`config.mk`:
```
export PLATFORM = sky130hd
export DESIGN_NAME = adto_top
export DESIGN_NICKNAME = d
export VERILOG_FILES = /design/src/pkg/adto_pkg.sv /design/src/rtl/adto_top.sv
export VERILOG_INCLUDE_DIRS = /design/src /design/src/pkg
export SDC_FILE = /design/constraint.sdc
export NUM_CORES = 1
export LEC_CHECK = 0
export ABC_AREA = 1
export BUFFER_PORTS_ARGS = -buffer_cell sky130_fd_sc_hd__buf_4
export CAP_MARGIN = 0
export CORE_ASPECT_RATIO = 1.2
export CORE_MARGIN = 2
export CORE_UTILIZATION = 50
export CTS_BUF_LIST = sky130_fd_sc_hd__clkbuf_2
export DETAILED_ROUTE_END_ITERATION = 12
export PLACE_DENSITY = 0.8
export SETUP_SLACK_MARGIN = 0.1
export SLEW_MARGIN = 30
export SYNTH_ARGS = -nofsm -noshare
export SYNTH_HDL_FRONTEND = slang
export SYNTH_SLANG_ARGS = --single-unit
```
`constraint.sdc`:
```
create_clock -name i_mclk -period 2.5 [get_ports i_mclk]
set_input_delay 0.125 -clock i_mclk [delete_from_list [all_inputs] [get_ports i_mclk]]
set_output_delay 0.125 -clock i_mclk [all_outputs]
set_load 0.03 [all_outputs]
```
`src/pkg/adto_defs.svh`:
```
// register offsets, field positions, reset values and timing figures of the dead-time block
`ifndef ADTO_DEFS_SVH
`define ADTO_DEFS_SVH

// register indices; byte address is four times the index
`define ADTO_IDX_THRESHOLD 8'h68
`define ADTO_IDX_EDGE_OFFSETS 8'h69
`define ADTO_IDX_STATUS 8'h70

// threshold register fields
`define ADTO_THR_CODE_MSB 2
`define ADTO_THR_CODE_LSB 0
`define ADTO_THR_RESET 8'h00

// edge offset register fields
`define ADTO_E1_POL_BIT 7
`define ADTO_E1_MAG_MSB 6
`define ADTO_E1_MAG_LSB 4
`define ADTO_E2_POL_BIT 3
`define ADTO_E2_MAG_MSB 2
`define ADTO_E2_MAG_LSB 0
`define ADTO_OFFSETS_RESET 8'h00

// status register fields
`define ADTO_ST_APPLIED_BIT 0
`define ADTO_ST_BELOW_BIT 1

// sense scale: full-scale 8-bit reading is the selected sense range
`define ADTO_THR_STEP 8'h1a

// offset step and the time unit of the edge-time words
`define ADTO_STEP_NS 5
`define ADTO_TICK_NS 5
`define ADTO_STEP_TICKS (`ADTO_STEP_NS / `ADTO_TICK_NS)

// avalon answers
`define ADTO_RESP_OKAY 2'h0
`define ADTO_RESP_SLVERR 2'h2

`endif

```
`src/pkg/adto_pkg.sv`:
```
// types shared by the adaptive dead-time offset block
package adto_pkg;

   typedef logic [15:0] adto_time_t;

   typedef logic [2:0] adto_code_t;

   typedef enum logic {
      ADTO_BUS_IDLE,
      ADTO_BUS_ACK
   } adto_bus_state_t;

endpackage : adto_pkg

```
`src/rtl/adto_top.sv`:
```
// adaptive dead-time offset logic with its avalon-mm register slave
// Function
// - three-bit threshold code in bits 2:0, zero code means zero threshold, linear.
// - below threshold apply edge offsets, otherwise pass nominal edge times unchanged.
// - polarity bit 7 for edge one, bit 3 for edge two; one means negative.
// - edge one magnitude from bits 6:4, 5 ns per code, 0 to 35 ns.
// - edge two magnitude from bits 2:0, 5 ns per code, 0 to 35 ns.
`timescale 1ns/1ps
`include "adto_defs.svh"

module adto_top
(
   input wire logic i_mclk,
   input wire logic i_rst,
   // avalon-mm slave
   input wire logic [9:0] i_avs_address,
   input wire logic i_avs_read,
   input wire logic i_avs_write,
   input wire logic [31:0] i_avs_writedata,
   input wire logic [3:0] i_avs_byteenable,
   output logic [31:0] o_avs_readdata,
   output logic [1:0] o_avs_response,
   output logic o_avs_waitrequest,
   // current sense reading from the sense adc logic
   input wire logic [7:0] i_secondary_current_sense,
   input wire logic i_secondary_current_sense_valid,
   // pwm engine side
   input wire logic i_period_start,
   input wire logic [15:0] i_edge1_nominal,
   input wire logic [15:0] i_edge2_nominal,
   output logic [15:0] o_edge1_adjusted,
   output logic [15:0] o_edge2_adjusted,
   output logic o_offsets_applied
);

   ////////////////////////////////////////////////////////////////////////////
   // declarations

   adto_pkg::adto_bus_state_t bus_state_reg;
   adto_pkg::adto_bus_state_t bus_state_next;
   logic [7:0] threshold_reg;
   logic [7:0] edge_offsets_reg;
   logic [7:0] sense_reg;
   logic applied_reg;
   logic [31:0] readdata_reg;
   logic [1:0] response_reg;
   adto_pkg::adto_time_t edge1_reg;
   adto_pkg::adto_time_t edge2_reg;
   logic [7:0] word_index;
   logic bus_request;
   logic index_mapped;
   logic write_commit;
   logic [10:0] threshold_level;
   logic below_threshold;
   logic [31:0] read_value;
   adto_pkg::adto_time_t edge1_next;
   adto_pkg::adto_time_t edge2_next;

   ////////////////////////////////////////////////////////////////////////////
   // avalon-mm handshake: one wait cycle, then the answer

   assign word_index = i_avs_address[9:2];
   assign bus_request = i_avs_read | i_avs_write;
   assign index_mapped = (word_index == `ADTO_IDX_THRESHOLD) ||
                         (word_index == `ADTO_IDX_EDGE_OFFSETS) ||
                         (word_index == `ADTO_IDX_STATUS);
   assign write_commit = i_avs_write && (bus_state_reg == adto_pkg::ADTO_BUS_ACK);

   always_comb
   begin
      bus_state_next = bus_state_reg;
      case (bus_state_reg)
         adto_pkg::ADTO_BUS_IDLE:
         begin
            if (bus_request)
            begin
               bus_state_next = adto_pkg::ADTO_BUS_ACK;
            end
         end
         adto_pkg::ADTO_BUS_ACK:
         begin
            bus_state_next = adto_pkg::ADTO_BUS_IDLE;
         end
         default:
         begin
            bus_state_next = adto_pkg::ADTO_BUS_IDLE;
         end
      endcase
   end

   always_ff @(posedge i_mclk or posedge i_rst)
   begin
      if (i_rst)
      begin
         bus_state_reg <= adto_pkg::ADTO_BUS_IDLE;
      end
      else
      begin
         bus_state_reg <= bus_state_next;
      end
   end

   assign o_avs_waitrequest = bus_request && (bus_state_reg != adto_pkg::ADTO_BUS_ACK);

   ////////////////////////////////////////////////////////////////////////////
   // register file

   // threshold code kept with its reserved bits
   always_ff @(posedge i_mclk or posedge i_rst)
   begin
      if (i_rst)
      begin
         threshold_reg <= `ADTO_THR_RESET;
      end
      else if (write_commit && i_avs_byteenable[0] &&
               (word_index == `ADTO_IDX_THRESHOLD))
      begin
         threshold_reg <= i_avs_writedata[7:0];
      end
   end

   // polarity and magnitude fields of both edges
   always_ff @(posedge i_mclk or posedge i_rst)
   begin
      if (i_rst)
      begin
         edge_offsets_reg <= `ADTO_OFFSETS_RESET;
      end
      else if (write_commit && i_avs_byteenable[0] &&
               (word_index == `ADTO_IDX_EDGE_OFFSETS))
      begin
         edge_offsets_reg <= i_avs_writedata[7:0];
      end
   end

   always_comb
   begin
      read_value = 32'h00000000;
      case (word_index)
         `ADTO_IDX_THRESHOLD:
         begin
            read_value[7:0] = threshold_reg;
         end
         `ADTO_IDX_EDGE_OFFSETS:
         begin
            read_value[7:0] = edge_offsets_reg;
         end
         `ADTO_IDX_STATUS:
         begin
            read_value[`ADTO_ST_APPLIED_BIT] = applied_reg;
            read_value[`ADTO_ST_BELOW_BIT] = below_threshold;
         end
         default:
         begin
            read_value = 32'h00000000;
         end
      endcase
   end

   // answer is loaded in the wait cycle and stands while waitrequest is low
   always_ff @(posedge i_mclk or posedge i_rst)
   begin
      if (i_rst)
      begin
         readdata_reg <= 32'h00000000;
         response_reg <= `ADTO_RESP_OKAY;
      end
      else if (bus_request && (bus_state_reg == adto_pkg::ADTO_BUS_IDLE))
      begin
         readdata_reg <= i_avs_read ? read_value : 32'h00000000;
         response_reg <= index_mapped ? `ADTO_RESP_OKAY : `ADTO_RESP_SLVERR;
      end
   end

   assign o_avs_readdata = readdata_reg;
   assign o_avs_response = response_reg;

   ////////////////////////////////////////////////////////////////////////////
   // light-load detection

   always_ff @(posedge i_mclk or posedge i_rst)
   begin
      if (i_rst)
      begin
         sense_reg <= 8'hff;
      end
      else if (i_secondary_current_sense_valid)
      begin
         sense_reg <= i_secondary_current_sense;
      end
   end

   // threshold rises linearly with the code, zero code never trips
   assign threshold_level = 11'(threshold_reg[`ADTO_THR_CODE_MSB:`ADTO_THR_CODE_LSB]) *
                            11'(`ADTO_THR_STEP);
   // strictly below the threshold selects the offset timing
   assign below_threshold = {3'h0, sense_reg} < threshold_level;

   ////////////////////////////////////////////////////////////////////////////
   // edge timing

   // edge one shifted by its magnitude field in its polarity
   adto_edge_shift
   #(
      .STEP_TICKS(`ADTO_STEP_TICKS)
   )
   u_edge1_shift
   (
      .i_nominal(i_edge1_nominal),
      .i_negative(edge_offsets_reg[`ADTO_E1_POL_BIT]),
      .i_code(edge_offsets_reg[`ADTO_E1_MAG_MSB:`ADTO_E1_MAG_LSB]),
      .i_enable(below_threshold),
      .o_adjusted(edge1_next)
   );

   // edge two shifted by its magnitude field in its polarity
   adto_edge_shift
   #(
      .STEP_TICKS(`ADTO_STEP_TICKS)
   )
   u_edge2_shift
   (
      .i_nominal(i_edge2_nominal),
      .i_negative(edge_offsets_reg[`ADTO_E2_POL_BIT]),
      .i_code(edge_offsets_reg[`ADTO_E2_MAG_MSB:`ADTO_E2_MAG_LSB]),
      .i_enable(below_threshold),
      .o_adjusted(edge2_next)
   );

   // edges and the applied flag change only at a period start
   always_ff @(posedge i_mclk or posedge i_rst)
   begin
      if (i_rst)
      begin
         edge1_reg <= 16'h0000;
         edge2_reg <= 16'h0000;
         applied_reg <= 1'b0;
      end
      else if (i_period_start)
      begin
         edge1_reg <= edge1_next;
         edge2_reg <= edge2_next;
         applied_reg <= below_threshold;
      end
   end

   assign o_edge1_adjusted = edge1_reg;
   assign o_edge2_adjusted = edge2_reg;
   assign o_offsets_applied = applied_reg;

endmodule : adto_top

////////////////////////////////////////////////////////////////////////////////
// one edge moved by a signed offset; clamps at both ends instead of wrapping

module adto_edge_shift
#(
   parameter int STEP_TICKS = `ADTO_STEP_TICKS
)
(
   input wire logic [15:0] i_nominal,
   input wire logic i_negative,
   input wire logic [2:0] i_code,
   input wire logic i_enable,
   output logic [15:0] o_adjusted
);

   logic [16:0] shift;
   logic [16:0] sum;

   assign shift = 17'(i_code) * 17'(STEP_TICKS);

   always_comb
   begin
      sum = 17'h00000;
      o_adjusted = i_nominal;
      if (i_enable)
      begin
         if (i_negative)
         begin
            if ({1'b0, i_nominal} < shift)
            begin
               o_adjusted = 16'h0000;
            end
            else
            begin
               sum = {1'b0, i_nominal} - shift;
               o_adjusted = sum[15:0];
            end
         end
         else
         begin
            sum = {1'b0, i_nominal} + shift;
            if (sum[16])
            begin
               o_adjusted = 16'hffff;
            end
            else
            begin
               o_adjusted = sum[15:0];
            end
         end
      end
   end

endmodule : adto_edge_shift

```
# Yosys cells after proc, flatten, opt, wreduce, memory -nomap -nowiden
# Cells that the tools add are included.
# totals
in_bits	92
latch_bits	0
rom_bits	0
memories	0
output_inout_bits	68
elab_cells	43
mem_bits_rw	0
register_bits	92
# classes
n_lt_le_gt_ge	3
n_mul	1
n_addsub	4
reduce_logical	7
shifts	0
n_bitwise	2
n_div	0
eq_ne	3
n_mux	14
# op_table
cell	count
$mux 16	8
$add 16x3->17	2
$lt 16x3->1	2
$sub 16x3->16	2
$eq 8x7->1 const B	3
$pmux 6 s2	1
$lt 8x8->1	1
$mux 8	1
$mul 3x4->7 const B	1
$pmux 2 s3	1
$logic_and 1x1->1	5
$logic_or 1x1->1	2
$mux 2	1
$pmux 1 s2	1
$mux 1	1
$not 1->1	1
$or 1x1->1	1

# Logic depth before layout (Yosys ltp)
# depth
word_depth	4
ltp_mapped	16
mapped_depth_nobuf	16

# By module
# From an unflattened synthesis, not the netlist that was laid out.
# unflattened
hier_cells	942
hier_area_um2	6756.5
# by_module_without_submodules
mod	cells_per_inst	seq_area_each_um2	instances	area_each_um2
adto_top	316	1660.3	1	3286.9
adto_edge_shift at u_edge2_shift	320	0.0	1	1750.4
adto_edge_shift at u_edge1_shift	306	0.0	1	1719.1

# Worst setup path after synthesis
# Ideal clock, no wire load.
# synth_path
path_kind	register -> register
from	register threshold_reg[0]
to	register edge1_reg[13] (netlist: o_edge1_adjusted[13])
path_slack_ps	-269
synth_period_minus_slack_ps	2769
path_stages_with_launch	14
required_ps	2383
arrival_time_ps	2653
path_cell_list	dfrtp_1 > ha_1 > ha_1 > fa_1 > inv_1 > ha_1 > a21oi_1 > o21a_1 > nand2_1 > inv_1 > buf_1 > nand3_1 > nand2_1 > nand2_1
# synth_between
elab_chain_cells	3
# synth_lines
item	line_no	text
from (decl)	adto_top.sv:41	logic [7:0] threshold_reg;
from (signal assigned)	adto_top.sv:113	threshold_reg <= `ADTO_THR_RESET;
from (signal assigned)	adto_top.sv:118	threshold_reg <= i_avs_writedata[7:0];
$mul 3x4->7	adto_top.sv:194	assign threshold_level = 11'(threshold_reg[`ADTO_THR_CODE_MSB:`ADTO_THR_CODE_LSB]) *
$lt 8x8->1	adto_top.sv:197	assign below_threshold = {3'h0, sense_reg} < threshold_level;
$mux 16	adto_top.sv:277	if (i_enable)
to (signal assigned)	adto_top.sv:241	edge1_reg <= edge1_next;
to (decl)	adto_top.sv:47	adto_pkg::adto_time_t edge1_reg;
# Every way passes these cells.
# A chain may end at the register's enable or synchronous reset.

# Worst setup path after layout
# layout_path
from	register threshold_reg[0]
to	register edge1_reg[11] (netlist: o_edge1_adjusted[11])
# The elaborated chain is that of the path after synthesis.

==> metrics.md <==
| Metric | Value |
|---|---|
| Failing checks | `negative setup slack` |
| Setup Viol. Count Final | `33` |
| Dpl ws | `-0.2441 ns` |
| Global route overflow | `0` |
| Ys Warns | `0` |
| Synth area leaders | `dfrtp_1 26%, nand2_1 18%, nand3_1 8.2%` |
| Avg Cell Area, Syn | `6.638 µm²` |
| RSZ-0062 raised after global routing | `true` |
| Crit Path Max Fanout | `23` |
| Clk root buf | `clkbuf_2` |
| Die X | `102.2 µm` |
| CTS tree | `done` |
| Port bufs | `104` |
| Vias in the first global route | `5,897` |
| Gp weighted congestion | `0.9650` |
| Worst hold path type | `input pin to register` |
| Synth Flop Type | `dfrtp_1` |
| FP Rows | `43` |
| Final min period | `2.690 ns` |
| Largest stage delay, worst path | `0.52 ns` |
| Nets@finish | `1,134` |
| Pwr dens | `399.7 mW/mm²` |
| Outcome | `finished, violations left` |
| Area leader, netlist | `dfrtp_1` |
| Drt pass-1 iters | `5` |
| Worst-Margin Slew | `0.7190 ns` |
| Core area | `0.01141 mm²` |
| Diodes inserted | `0` |
| Cell count after placement | `1,118` |
| Crit-path cells | `ha_4 -> ha_4 -> fa_2 -> inv_2 -> ha_4 -> a21oi_2 -> o21a_1 -> nand2_4 -> buf_12 -> a31oi_4 -> nand2_1 -> nand2_1 -> nand2_1` |
| Layout Area Growth over Synthesis | `25.72%` |
| Register area share after synthesis | `0.2869` |
| Hpwl dp | `12,160 µm` |
| Maximum VDD drop | `0.0003863 V` |
| Most frequent cells in the layout | `280 x nand2_1, 121 x buf_4, 93 x nand3_1` |
| Worst Path Arrival | `3.09 ns` |
| Count of final max-slew check failures | `0` |
| Pleak | `3.651 nW` |
| DR vias/cell | `5.135` |
| Cts bufs inserted | `9` |
| Total wire length | `16,500 µm` |
| H-tree depth | `3` |
| Pin count of the biggest net entering global routing | `50` |
| GRT Util Overall | `0.2763` |
| Yosys reg bits | `66` |
| Worst-Skew Late Latency | `0.49 ns` |
| Slowest CP cell | `fa_2` |
| Final hold violation count | `0` |
| Drt wl/cell | `14.06 µm` |
| Commonest non-fill, non-tap cell in the layout | `nand2_1` |
| Critical Path End Type | `register` |
| Iter 0 DRT Violations | `406` |
| Worst path required time | `2.90 ns` |
| First-pass GRT wire length | `27,500 µm` |
| CP Launch Type | `register` |
| Final instance count without filler cells | `1,174` |
| Layout cells sized above 1 | `0.2114` |
| Io pins | `160` |
| Initial Util | `0.5075` |
| Synthesized instance count | `872` |
| Routed vias | `6,028` |
| Initial antenna violation count | `0` |
| CTS max path bufs | `2` |
| Crit Path Class | `register to register` |
| Post-synth EDFFs | `0` |
| MaxCap Viol Count | `0` |
| Final worst slack | `-0.1896 ns` |
| Max-slew headroom | `0.5200` |
| Clock-pin slew on the worst setup and hold paths | `0.21 ns` |
| Routed Antenna Nets | `0` |
| Mapped cell area | `0.005788 mm²` |
| Async S/R FF share, synth | `1.000` |
| Drt drc | `0` |
| Maximum clock frequency | `371.8 MHz` |
| Yosys cell types | `44` |
| CTS Sinks | `66` |
| Die height | `121.9 µm` |
| Clk_skew | `0.02979 ns` |
| Die ar. | `0.01246 mm²` |
| Fin crit share | `1.076` |
| Top cell type's share of synthesized area | `0.2551` |
==> stage by stage <==
| stage | TNS (ns) | util | cell area [µm²] | power [mW] | hold WS (ns) |
|---|---|---|---|---|---|
| 2_1_floorplan | -0.5150 | - | 5914 | 1.924 | 0.2306 |
| 3_3_place_gp | -3.716 | 0.5823 | 6641 | 2.253 | 0.2909 |
| 3_5_place_dp | -5.941 | 0.5823 | 6641 | 2.267 | 0.2928 |
| 4_1_cts | -3.219 | 0.6348 | 7241 | 2.904 | 0.01165 |
| 5_1_grt | -8.808 | 0.6380 | 7277 | 3.089 | 0.02436 |
| 6_report | -4.563 | 0.6380 | 7277 | 2.909 | 0.05099 |
==> power by group <==
part / switching [mW] / internal [mW]
clock: 0.412 / 0.137
sequential: 0.0745 / 1.17
combinational: 0.680 / 0.431
total: 1.17 / 1.74
==> worst paths after layout <==
check,start,endpoint,slack (ns),cells past startpoint
worst max-delay path,threshold_reg[0]$_DFFE_PP0P_,o_edge1_adjusted[11]$_DFFE_PP0P_,-0.19,13
worst min-delay path,i_edge1_nominal[8],o_edge1_adjusted[8]$_DFFE_PP0P_,0.05,6
worst max register to register,threshold_reg[0]$_DFFE_PP0P_,o_edge1_adjusted[11]$_DFFE_PP0P_,-0.19,13
worst min register to register,o_edge2_adjusted[8]$_DFFE_PP0P_,o_edge2_adjusted[8]$_DFFE_PP0P_,0.51,2
max in group asynchronous,i_rst,o_edge2_adjusted[5]$_DFFE_PP0P_,1.56,4
min in group asynchronous,i_rst,threshold_reg[0]$_DFFE_PP0P_,0.29,3
==> worst max-delay path, delay by kind of cell, from the launching register on <==
family | cells | cell delay [ns]
compound gates | 3 | 0.44
fa+ha+maj | 4 | 1.15
buf+inv | 2 | 0.23
flops | 1 | 0.48
simple gates | 4 | 0.29
==> synthesized netlist by cell type, drive strengths merged (2+ instances only) <==
library cell / instances
clkbuf: 10
ha: 25
nand2: 286
buf: 46
or2: 2
nor3b: 2
fa: 5
a21oi: 36
clkinv: 2
inv: 94
nand4: 14
a21o: 2
mux2: 6
and2: 2
o211ai: 4
o21ai: 56
nor2: 79
nand3: 99
dfrtp: 59
nor3: 7
xor2: 20
o21a: 3
dfstp: 7
==> kinds of logic (layout without fill, tap and decap cells) <==
group	after synthesis	in the layout	share of synthesized area
AOI/OAI and AO/OA	104	104	0.1001
muxes	6	6	0.01167
adders and majority gates	30	30	0.07134
and+or+nand+nor	492	492	0.3671
other	1	25	0.0006479
buffers and inverters	152	273	0.1306
DFF	66	66	0.2869
xor gates and xnor gates	21	21	0.03178
==> metal layers <==
metal	GRT usage	part of all wire
met5	0	0
met4	0.08750	0.019
met3	0.03098	0.062
met2	0.4815	0.50
met1	0.3564	0.42
==> layout make-up <==
class | instances | area [µm²]
Clock inverter | 6 | 43.79
Timing Repair Buffer | 161 | 1358
Sequential cell | 66 | 1663
Clock buffer | 10 | 50.05
Tap cell | 157 | 196.4
Multi-Input combinational cell | 678 | 3598
Inverter | 96 | 367.9
Fill cell | 1083 | 4129
==> what timing repair did <==
item,4_1_cts,5_1_grt
hold buffers,35,0
setup buffers,4,0
hold endpoints to repair,64,0
resized for setup,24,8
cloned,1,0
setup endpoints to repair,34,34
pin swaps,16,5
(Power assumes the default switching activity.)
